<file path="config.mk">
export PLATFORM = sky130hd
export DESIGN_NAME = pcg_top
export DESIGN_NICKNAME = d
export VERILOG_FILES = /design/src/common/pcg_pkg.sv /design/src/logic/pcg_top.sv
export VERILOG_INCLUDE_DIRS = /design/src /design/src/common
export SDC_FILE = /design/constraint.sdc
export NUM_CORES = 1
export LEC_CHECK = 0
export BUFFER_PORTS_ARGS = -buffer_cell sky130_fd_sc_hd__buf_4
export CORE_ASPECT_RATIO = 0.75
export CORE_MARGIN = 2
export CORE_UTILIZATION = 47
export DETAILED_ROUTE_END_ITERATION = 12
export PLACE_DENSITY = 0.79
export SETUP_SLACK_MARGIN = 0.02
export SKIP_LAST_GASP = 1
export SLEW_MARGIN = 30
export SYNTH_ARGS = -nofsm -noshare
export SYNTH_HDL_FRONTEND = slang
export SYNTH_SLANG_ARGS = --single-unit
</file>
<file path="constraint.sdc">
create_clock -name CLK -period 2.36 [get_ports CLK]
set_input_delay 0.472 -clock CLK [delete_from_list [all_inputs] [get_ports CLK]]
set_output_delay 0.472 -clock CLK [all_outputs]
set_load 0.01 [all_outputs]
</file>
<file path="src/common/pcg_params.svh">
`ifndef PCG_PARAMS_SVH
`define PCG_PARAMS_SVH

// Register byte offsets
`define PCG_OFS_RUN_GATE 12'h108
`define PCG_OFS_SLEEP_GATE 12'h118
`define PCG_OFS_DEEP_GATE 12'h128
`define PCG_OFS_RUN_CFG 12'h200
`define PCG_OFS_IRQ_STATUS 12'h204
`define PCG_OFS_IRQ_MASK 12'h208

// Field layout
`define PCG_NUM_PORTS 5
`define PCG_PORT_MSB 4
`define PCG_AUTO_GATE_BIT 0
`define PCG_WORD_LSB 2
`define PCG_STRB_LANE0 0

// Reset values
`define PCG_GATE_RESET 5'h00
`define PCG_CFG_RESET 1'b0
`define PCG_MASK_RESET 5'h00
`define PCG_WORD_ZERO 32'h0000_0000

// AXI responses
`define PCG_RESP_OKAY 2'b00
`define PCG_RESP_SLVERR 2'b10

`endif

</file>
<file path="src/common/pcg_pkg.sv">
`default_nettype none

package pcg_pkg;

  typedef enum logic {
    PCG_RD_IDLE,
    PCG_RD_DATA
  } pcg_rd_state_type;

  typedef logic [4:0] pcg_port_mask_type;

endpackage : pcg_pkg

`default_nettype wire

</file>
<file path="src/logic/pcg_top.sv">
`include "pcg_params.svh"
`default_nettype none

module pcg_top
  import pcg_pkg::*;
#(
  parameter int ADDR_W = 12,
  parameter int NPORT = `PCG_NUM_PORTS
) (
  input wire logic CLK, // System clock, 250 MHz
  input wire logic RST_B, // Asynchronous reset, active low
  input wire logic [ADDR_W-1:0] AWADDR, // Write address
  input wire logic [2:0] AWPROT, // Write protection, unused
  input wire logic AWVALID, // Write address valid
  output logic AWREADY, // Write address ready
  input wire logic [31:0] WDATA, // Write data
  input wire logic [3:0] WSTRB, // Write byte strobes
  input wire logic WVALID, // Write data valid
  output logic WREADY, // Write data ready
  output logic [1:0] BRESP, // Write response
  output logic BVALID, // Write response valid
  input wire logic BREADY, // Write response ready
  input wire logic [ADDR_W-1:0] ARADDR, // Read address
  input wire logic [2:0] ARPROT, // Read protection, unused
  input wire logic ARVALID, // Read address valid
  output logic ARREADY, // Read address ready
  output logic [31:0] RDATA, // Read data
  output logic [1:0] RRESP, // Read response
  output logic RVALID, // Read data valid
  input wire logic RREADY, // Read data ready
  input wire logic SLEEP_MODE, // System is in sleep
  input wire logic DEEP_SLEEP_MODE, // System is in deep sleep
  input wire logic [NPORT-1:0] PORT_ACCESS, // Pulse: bus access aimed at a port
  output logic [NPORT-1:0] PORT_CLK_EN, // Clock enable per port
  output logic [NPORT-1:0] PORT_BUS_FAULT, // Pulse: access to gated port faulted
  output logic IRQ // Level interrupt
);

  // Register storage
  logic [NPORT-1:0] run_gate_r;
  logic [NPORT-1:0] run_gate_nxt;
  logic [NPORT-1:0] sleep_gate_r;
  logic [NPORT-1:0] sleep_gate_nxt;
  logic [NPORT-1:0] deep_gate_r;
  logic [NPORT-1:0] deep_gate_nxt;
  logic auto_gating_select_r;
  logic auto_gating_select_nxt;

  // Interrupt mask and sticky fault status
  logic [NPORT-1:0] irq_mask_r;
  logic [NPORT-1:0] irq_mask_nxt;
  logic [NPORT-1:0] irq_status_r;
  logic [NPORT-1:0] irq_status_nxt;

  // Port gating
  logic [NPORT-1:0] clk_en_r;
  logic [NPORT-1:0] clk_en_nxt;
  logic [NPORT-1:0] fault_r;
  logic [NPORT-1:0] fault_nxt;
  logic [NPORT-1:0] gate_sel;

  // Write channel
  logic aw_full_r;
  logic aw_full_nxt;
  logic [ADDR_W-1:0] aw_addr_r;
  logic [ADDR_W-1:0] aw_addr_nxt;
  logic w_full_r;
  logic w_full_nxt;
  logic [31:0] w_data_r;
  logic [31:0] w_data_nxt;
  logic [3:0] w_strb_r;
  logic [3:0] w_strb_nxt;
  logic bvalid_r;
  logic bvalid_nxt;
  logic [1:0] bresp_r;
  logic [1:0] bresp_nxt;

  // Write decode
  logic do_write;
  logic wr_hit;
  logic [ADDR_W-1:0] wr_word;
  logic lane0;

  // Read channel
  pcg_rd_state_type rd_state_r;
  pcg_rd_state_type rd_state_nxt;
  logic [31:0] rdata_r;
  logic [31:0] rdata_nxt;
  logic [1:0] rresp_r;
  logic [1:0] rresp_nxt;
  logic rd_take;
  logic [ADDR_W-1:0] rd_word;
  logic status_rd_clear;

  // Word-aligned addresses: byte offset bits are ignored
  assign wr_word = {aw_addr_r[ADDR_W-1:`PCG_WORD_LSB], 2'b00};
  assign rd_word = {ARADDR[ADDR_W-1:`PCG_WORD_LSB], 2'b00};
  assign lane0 = w_strb_r[`PCG_STRB_LANE0];

  // Write channel
  // Address and data are held apart so either may come first; the write
  // lands and the response rises in the cycle after both are held.
  // Nothing new is taken while a response waits for its handshake.
  assign AWREADY = !aw_full_r && !bvalid_r;
  assign WREADY = !w_full_r && !bvalid_r;
  assign BVALID = bvalid_r;
  assign BRESP = bresp_r;
  assign do_write = aw_full_r && w_full_r && !bvalid_r;

  // Unmapped words answer with a slave error and change nothing
  always_comb begin
    wr_hit = 1'b0;
    if (wr_word == `PCG_OFS_RUN_GATE) begin
      wr_hit = 1'b1;
    end else if (wr_word == `PCG_OFS_SLEEP_GATE) begin
      wr_hit = 1'b1;
    end else if (wr_word == `PCG_OFS_DEEP_GATE) begin
      wr_hit = 1'b1;
    end else if (wr_word == `PCG_OFS_RUN_CFG) begin
      wr_hit = 1'b1;
    end else if (wr_word == `PCG_OFS_IRQ_STATUS) begin
      wr_hit = 1'b1;
    end else if (wr_word == `PCG_OFS_IRQ_MASK) begin
      wr_hit = 1'b1;
    end
  end

  always_comb begin
    aw_full_nxt = aw_full_r;
    aw_addr_nxt = aw_addr_r;
    w_full_nxt = w_full_r;
    w_data_nxt = w_data_r;
    w_strb_nxt = w_strb_r;
    bvalid_nxt = bvalid_r;
    bresp_nxt = bresp_r;
    if (AWVALID && AWREADY) begin
      aw_full_nxt = 1'b1;
      aw_addr_nxt = AWADDR;
    end
    if (WVALID && WREADY) begin
      w_full_nxt = 1'b1;
      w_data_nxt = WDATA;
      w_strb_nxt = WSTRB;
    end
    // Both halves held: release them and raise the response
    if (do_write) begin
      aw_full_nxt = 1'b0;
      w_full_nxt = 1'b0;
      bvalid_nxt = 1'b1;
      if (wr_hit) begin
        bresp_nxt = `PCG_RESP_OKAY;
      end else begin
        bresp_nxt = `PCG_RESP_SLVERR;
      end
    end else if (bvalid_r && BREADY) begin
      bvalid_nxt = 1'b0;
    end
  end

  always_ff @(posedge CLK or negedge RST_B) begin
    if (!RST_B) begin
      aw_full_r <= 1'b0;
      aw_addr_r <= '0;
      w_full_r <= 1'b0;
      w_data_r <= `PCG_WORD_ZERO;
      w_strb_r <= 4'h0;
      bvalid_r <= 1'b0;
      bresp_r <= `PCG_RESP_OKAY;
    end else begin
      aw_full_r <= aw_full_nxt;
      aw_addr_r <= aw_addr_nxt;
      w_full_r <= w_full_nxt;
      w_data_r <= w_data_nxt;
      w_strb_r <= w_strb_nxt;
      bvalid_r <= bvalid_nxt;
      bresp_r <= bresp_nxt;
    end
  end

  // Register file
  // Only byte lane 0 carries live bits; upper bits are dropped on write.
  // A write to the status word is answered but changes nothing.
  always_comb begin
    run_gate_nxt = run_gate_r;
    sleep_gate_nxt = sleep_gate_r;
    deep_gate_nxt = deep_gate_r;
    auto_gating_select_nxt = auto_gating_select_r;
    irq_mask_nxt = irq_mask_r;
    if (do_write && lane0) begin
      if (wr_word == `PCG_OFS_RUN_GATE) begin
        run_gate_nxt = w_data_r[`PCG_PORT_MSB:0];
      end else if (wr_word == `PCG_OFS_SLEEP_GATE) begin
        sleep_gate_nxt = w_data_r[`PCG_PORT_MSB:0];
      end else if (wr_word == `PCG_OFS_DEEP_GATE) begin
        deep_gate_nxt = w_data_r[`PCG_PORT_MSB:0];
      end else if (wr_word == `PCG_OFS_RUN_CFG) begin
        auto_gating_select_nxt = w_data_r[`PCG_AUTO_GATE_BIT];
      end else if (wr_word == `PCG_OFS_IRQ_MASK) begin
        irq_mask_nxt = w_data_r[`PCG_PORT_MSB:0];
      end
    end
  end

  always_ff @(posedge CLK or negedge RST_B) begin
    if (!RST_B) begin
      run_gate_r <= `PCG_GATE_RESET;
      sleep_gate_r <= `PCG_GATE_RESET;
      deep_gate_r <= `PCG_GATE_RESET;
      auto_gating_select_r <= `PCG_CFG_RESET;
      irq_mask_r <= `PCG_MASK_RESET;
    end else begin
      run_gate_r <= run_gate_nxt;
      sleep_gate_r <= sleep_gate_nxt;
      deep_gate_r <= deep_gate_nxt;
      auto_gating_select_r <= auto_gating_select_nxt;
      irq_mask_r <= irq_mask_nxt;
    end
  end

  // Read channel
  // A status read clears the sticky bits at the address handshake; the
  // returned word still holds the bits that were set before it.
  assign ARREADY = (rd_state_r == PCG_RD_IDLE);
  assign RVALID = (rd_state_r == PCG_RD_DATA);
  assign RDATA = rdata_r;
  assign RRESP = rresp_r;
  assign rd_take = ARVALID && ARREADY;
  assign status_rd_clear = rd_take && (rd_word == `PCG_OFS_IRQ_STATUS);

  always_comb begin
    rd_state_nxt = rd_state_r;
    rdata_nxt = rdata_r;
    rresp_nxt = rresp_r;
    case (rd_state_r)
      PCG_RD_IDLE: begin
        if (rd_take) begin
          rd_state_nxt = PCG_RD_DATA;
          rdata_nxt = `PCG_WORD_ZERO;
          rresp_nxt = `PCG_RESP_OKAY;
          if (rd_word == `PCG_OFS_RUN_GATE) begin
            rdata_nxt[`PCG_PORT_MSB:0] = run_gate_r;
          end else if (rd_word == `PCG_OFS_SLEEP_GATE) begin
            rdata_nxt[`PCG_PORT_MSB:0] = sleep_gate_r;
          end else if (rd_word == `PCG_OFS_DEEP_GATE) begin
            rdata_nxt[`PCG_PORT_MSB:0] = deep_gate_r;
          end else if (rd_word == `PCG_OFS_RUN_CFG) begin
            rdata_nxt[`PCG_AUTO_GATE_BIT] = auto_gating_select_r;
          end else if (rd_word == `PCG_OFS_IRQ_STATUS) begin
            rdata_nxt[`PCG_PORT_MSB:0] = irq_status_r;
          end else if (rd_word == `PCG_OFS_IRQ_MASK) begin
            rdata_nxt[`PCG_PORT_MSB:0] = irq_mask_r;
          end else begin
            rresp_nxt = `PCG_RESP_SLVERR;
          end
        end
      end
      PCG_RD_DATA: begin
        if (RREADY) begin
          rd_state_nxt = PCG_RD_IDLE;
        end
      end
      default: begin
        rd_state_nxt = PCG_RD_IDLE;
      end
    endcase
  end

  always_ff @(posedge CLK or negedge RST_B) begin
    if (!RST_B) begin
      rd_state_r <= PCG_RD_IDLE;
      rdata_r <= `PCG_WORD_ZERO;
      rresp_r <= `PCG_RESP_OKAY;
    end else begin
      rd_state_r <= rd_state_nxt;
      rdata_r <= rdata_nxt;
      rresp_r <= rresp_nxt;
    end
  end

  // Port clock gating
  // Sleep settings count only with auto gating on; without it the run
  // register governs every mode. Deep sleep outranks sleep.
  always_comb begin
    gate_sel = run_gate_r;
    if (auto_gating_select_r) begin
      if (DEEP_SLEEP_MODE) begin
        gate_sel = deep_gate_r;
      end else if (SLEEP_MODE) begin
        gate_sel = sleep_gate_r;
      end
    end
  end

  // Enables are registered so a port gate never sees a decode glitch
  assign PORT_CLK_EN = clk_en_r;
  assign PORT_BUS_FAULT = fault_r;
  // Level interrupt: high while any unmasked fault bit is set
  assign IRQ = |(irq_status_r & irq_mask_r);

  genvar gi;
  generate
    // One enable, fault and status bit per port
    for (gi = 0; gi < NPORT; gi++) begin : g_port
      always_comb begin
        clk_en_nxt[gi] = gate_sel[gi];
        // The fault test uses the enable the port sees in this cycle
        fault_nxt[gi] = PORT_ACCESS[gi] && !clk_en_r[gi];
        // A new fault wins over a status read in the same cycle
        if (fault_nxt[gi]) begin
          irq_status_nxt[gi] = 1'b1;
        end else if (status_rd_clear) begin
          irq_status_nxt[gi] = 1'b0;
        end else begin
          irq_status_nxt[gi] = irq_status_r[gi];
        end
      end

      always_ff @(posedge CLK or negedge RST_B) begin
        if (!RST_B) begin
          clk_en_r[gi] <= 1'b0;
          fault_r[gi] <= 1'b0;
          irq_status_r[gi] <= 1'b0;
        end else begin
          clk_en_r[gi] <= clk_en_nxt[gi];
          fault_r[gi] <= fault_nxt[gi];
          irq_status_r[gi] <= irq_status_nxt[gi];
        end
      end
    end
  endgenerate

endmodule : pcg_top

`default_nettype wire

</file>
# After elaboration in Yosys (flattened, before gate mapping)

Index checks and enable logic that the tools add are counted.

Register bits: 67
Input bits: 80
Output and inout bits: 52
Logic and storage cells: 124

Eq/ne operators: 12
Multiplexer cells: 38
Bitwise logic cells: 6
Reductions and logical operators: 38

Operators by type and width:

| cell                | number |
|---|---|
| $eq 10x7->1 const B | 6 |
| $eq 10x8->1 const B | 6 |
| $mux 5              | 8 |
| $mux 1              | 21 |
| $reduce_bool 2->1   | 8 |
| $logic_and 1x1->1   | 15 |
| $mux 2              | 7 |
| $logic_not 1->1     | 8 |
| $reduce_and 6->1    | 1 |
| $and 5x5->5         | 1 |
| $not 1->1           | 5 |
| $reduce_and 5->1    | 1 |
| $reduce_or 5->1     | 1 |
| $mux 4              | 1 |
| $reduce_and 2->1    | 2 |
| $reduce_and 4->1    | 1 |
| $reduce_and 3->1    | 1 |
| $pmux 1 s2          | 1 |

# Logic depth before layout (Yosys ltp)

Depth in word-level cells: 8
Depth in mapped cells: 5
Depth with buffers taken out: 4

# Least setup slack after synthesis

OpenSTA, ideal clock, no wires.

Kind: input -> register
Start point: input port ARADDR[11]
End point: register rdata_r[4] (netlist: RDATA[4])
Setup time: 0.133 ns
Data arrival time: 1.830 ns
Required time: 2.227 ns
Slack: 0.397 ns
Stages on the path: 5
Path buffers: 1
Path through: or4_1 -> buf_2 -> or4_4 -> nor3_1 -> a211oi_1

Longest elaborated chain between the ends: 7
Elaborated cells on any way between the ends: 12
Those cells by class: 6 x eq/ne; 6 x mux

RTL lines:

| item                  | line           | RTL |
|---|---|---|
| start, declared       | pcg_top.sv:23  | `input wire logic [ADDR_W-1:0] ARADDR,` |
| $eq 10x8->1 (no line) | -              |  |
| $mux 5                | pcg_top.sv:250 | `` end else if (rd_word == `PCG_OFS_IRQ_MASK) begin `` |
| $mux 5                | pcg_top.sv:248 | `` end else if (rd_word == `PCG_OFS_IRQ_STATUS) begin `` |
| $mux 4                | pcg_top.sv:246 | `` end else if (rd_word == `PCG_OFS_RUN_CFG) begin `` |
| $mux 5                | pcg_top.sv:244 | `` end else if (rd_word == `PCG_OFS_DEEP_GATE) begin `` |
| $mux 5                | pcg_top.sv:242 | `` end else if (rd_word == `PCG_OFS_SLEEP_GATE) begin `` |
| $mux 5 *              | pcg_top.sv:240 | `` if (rd_word == `PCG_OFS_RUN_GATE) begin `` |
| end signal, assigned  | pcg_top.sv:271 | `` rdata_r <= `PCG_WORD_ZERO; `` |
| end signal, assigned  | pcg_top.sv:275 | `rdata_r <= rdata_nxt;` |
| end, declared         | pcg_top.sv:87  | `logic [31:0] rdata_r;` |

Mark *: on every way between the ends. The rest lies on a longest branch, timed or not.
A chain may end at the register's enable or synchronous reset.

# Final worst setup path

Start point: register aw_addr_r[7]
End point: register sleep_gate_r[2]

Longest elaborated chain between the ends: 3
Elaborated cells on any way between the ends: 4
Those cells by class: 2 x eq/ne; 1 x bitwise; 1 x reduce/logical

RTL lines:

| item                         | line           | RTL |
|---|---|---|
| start, declared              | pcg_top.sv:65  | `logic [ADDR_W-1:0] aw_addr_r;` |
| start signal, assigned       | pcg_top.sv:171 | `aw_addr_r <= aw_addr_nxt;` |
| $eq 10x7->1 (no line)        | -              |  |
| $not 1->1 (no line)          | -              |  |
| $reduce_and 3->1 (no line) * | -              |  |
| end signal, assigned         | pcg_top.sv:207 | `` sleep_gate_r <= `PCG_GATE_RESET; `` |
| end signal, assigned         | pcg_top.sv:213 | `sleep_gate_r <= sleep_gate_nxt;` |
| end, declared                | pcg_top.sv:42  | `logic [NPORT-1:0] sleep_gate_r;` |

Marked as above.

==> flow_summary.ini <==
[clocking]
cts_buffer_depth = 2
ctsResizeCount = 0
worstSkewPairLatency_ps = 340
cts_htree_levels = 3
numCtsBuffers = 9
cts_root_buf = clkbuf_8
cts_setup_buffers = 0
path_clk_slew_ps = 70
hold_buffers = 0
cts_tree = yes
cts_sinks = 63

[floorplanning]
core-area_mm2 = 0.00626
ios = 132
start_util_pct = 48.3
dieWidth_um = 96.6
die_h_um = 73.5
die_area_mm2 = 0.00710
rows = 25

[layout]
finalInstanceArea_mm2 = 0.00364
nNetsFinal = 397
final_cell_mix = buf_4, dfrtp_1, mux2_2, conb_1, nand2_1
layout-drive-gt1-share_pct = 37.7
fillers = 524
layout_commonest_cell = buf_4
diodes = 0
area_growth_pct = 20.5

[grt]
grt_max_degree = 64
grt_pass1_vias = 1923
grt_pass1_wl_mm = 9.54
overflow = 0
grt_antenna_before_repair = 0
grt_usage_pct = 17.3

[timing]
fin_crit_ps = 2000
tns_ps = 0
whs_ps = 196
period_share_pct = 84.8
finalSetupViolCount = 0
fin_skew_ps = 9.26
fmax_mhz = 500
slew_violations = 0
tightest_slew_ps = 780
rsz0062_at_grt = no
max_slew_margin_pct = 48.0
final-hold-violation-count = 0

[worst_hold_path]
hp-class = in2async

[synthesis]
synthTopCellsByArea = dfrtp_1, mux2_2, buf_4
synth-seq-area-share_pct = 52.2
yosysTopAreaCell = dfrtp_1
synthMuxAreaShare_pct = 14.1
synth_cell_type_count = 36
synthAdderAreaFrac_pct = 0
synth_xor_area_share_pct = 0
synth.avg_cell_area_um2 = 12.1
synth_top_area_share_pct = 52.2
yosys_register_bits = 63
synth_cells = 250
synthSimpleGateAreaFrac_pct = 13.8
synth_top_family_by_area = multiplexers
netlist_area_mm2 = 0.00302
synth-compound-area-share_pct = 11.0
yosys_warnings = 0

[routing]
wl_per_cell_um = 14.7
first_iter_violations = 109
drc_errors = 0
num_vias = 2047
drt_wl_total_mm = 5.91
final_antenna_net_count = 0
drtPass1Iterations = 4
via_per_inst = 5.09

[pwr]
p_int_uw = 2160
power_frac_clock_pct = 28.4
pwr-share-seq_pct = 49.0
vdd_ir_drop_max_v = 0.000508
power_density_mw_per_mm2 = 839
swShare_pct = 29.4
p_sw_uw = 898
pwr-share-comb_pct = 22.6
p_leak_uw = 0.00172

[run]
drv_cap = 0

[placement]
io_buffers = 62
gp_congestion = 0.808
post-dp-hpwl_mm = 4.27
dpl_cell_area_mm2 = 0.00346

[run_status]
status = finished, final reports clean

[setup_path]
rrSetupSlack_ps = 360
cp_max_fo = 5
crit_arrival_ps = 2220
crit_path_start_kind = flop
worstPathRequired_ps = 2580
cp-end-kind = flop
path_class = reg2reg
## power by group through the flow
stage	logic [uW]	registers, uW	clock network, uW
after global placement	671	1500	0
after global routing	756	1530	947
after detailed placement	693	1510	0
final	689	1500	868
after CTS	696	1500	898
after floorplan	477	1470	0
## synthesized netlist by cell type (all sizes together)
cell	instances
dfrtp	63
mux2	37
buf	31
nand2	15
nor2b	11
a22o	10
a211oi	9
a21o	8
nor2	8
nand2b	7
a2111oi	5
clkbuf	5
inv	5
nand3b	5
o21ai	5
nor3	4
nor4	3
or4	3
a221oi	2
and2	2
nor4b	2
a21oi	1
a222oi	1
a22oi	1
and4bb	1
conb	1
mux2i	1
nand4b	1
nand4bb	1
o41ai	1
or4b	1
## cells by family (layout without fill, tap and decap cells)
kind of cell,count (synthesis),after routing
AND/OR/NAND/NOR,64,64
flip-flops,63,63
AO/OA/AOI/OAI,43,43
buffers and inverters,41,84
multiplexers,38,38
other,1,29
## state kept, by name (all words and copies together), names as in the netlist, 5 cells and up
name	cells
irq_mask_r	5
w_data_r	5
PORT_CLK_EN	5
irq_status_r	5
aw_addr_r	10
PORT_BUS_FAULT	5
RDATA	5
run_gate_r	5
deep_gate_r	5
sleep_gate_r	5
## per-stage QoR
step | util, % | setup slack, ps | total power, uW | std cells
floorplan | - | 397 | 1950 | 278
global placement | 55.4 | 142 | 2170 | 387
detailed placement | 55.4 | 85.7 | 2210 | 387
CTS | 58.2 | 343 | 3090 | 402
global route | 58.2 | 259 | 3230 | 402
finish | 58.2 | 360 | 3050 | 402
## layout make-up
| cell class | instances | area, um2 | area share, % |
|---|---|---|---|
| clock buffer | 11 | 131 | 3.61 |
| clock inverter | 4 | 47.5 | 1.31 |
| inverter | 5 | 18.8 | 0.515 |
| multi-input combinational | 174 | 1290 | 35.3 |
| sequential | 63 | 1580 | 43.3 |
| tap | 81 | 101 | 2.78 |
| timing repair buffer | 64 | 480 | 13.2 |
## final timing paths
check	end	cells past startpoint	startpoint
max in group asynchronous	deep_gate_r[0]	1	RST_B
hold / removal	PORT_CLK_EN[0]	1	RST_B
setup / recovery	sleep_gate_r[2]	4	aw_addr_r[7]
min in group CLK	BVALID	2	BREADY
setup reg to reg	sleep_gate_r[2]	4	aw_addr_r[7]
hold reg to reg	PORT_BUS_FAULT[3]	1	PORT_CLK_EN[3]
## critical path, stage by stage, from the launching register on
cell and delay [ps]:
dfrtp_1 380, or4_4 570, nor4_4 330, nand3b_1 260, mux2_2 340
## routing by layer
layer	up-vias	track usage, %	share of wire [%]
li1	981	-	-
met1	991	23.3	47
met2	67	26.5	45
met3	8	5.04	6.0
met4	0	7.98	1.4
met5	-	0	0
No activity file was read; power rests on OpenSTA's default activity.
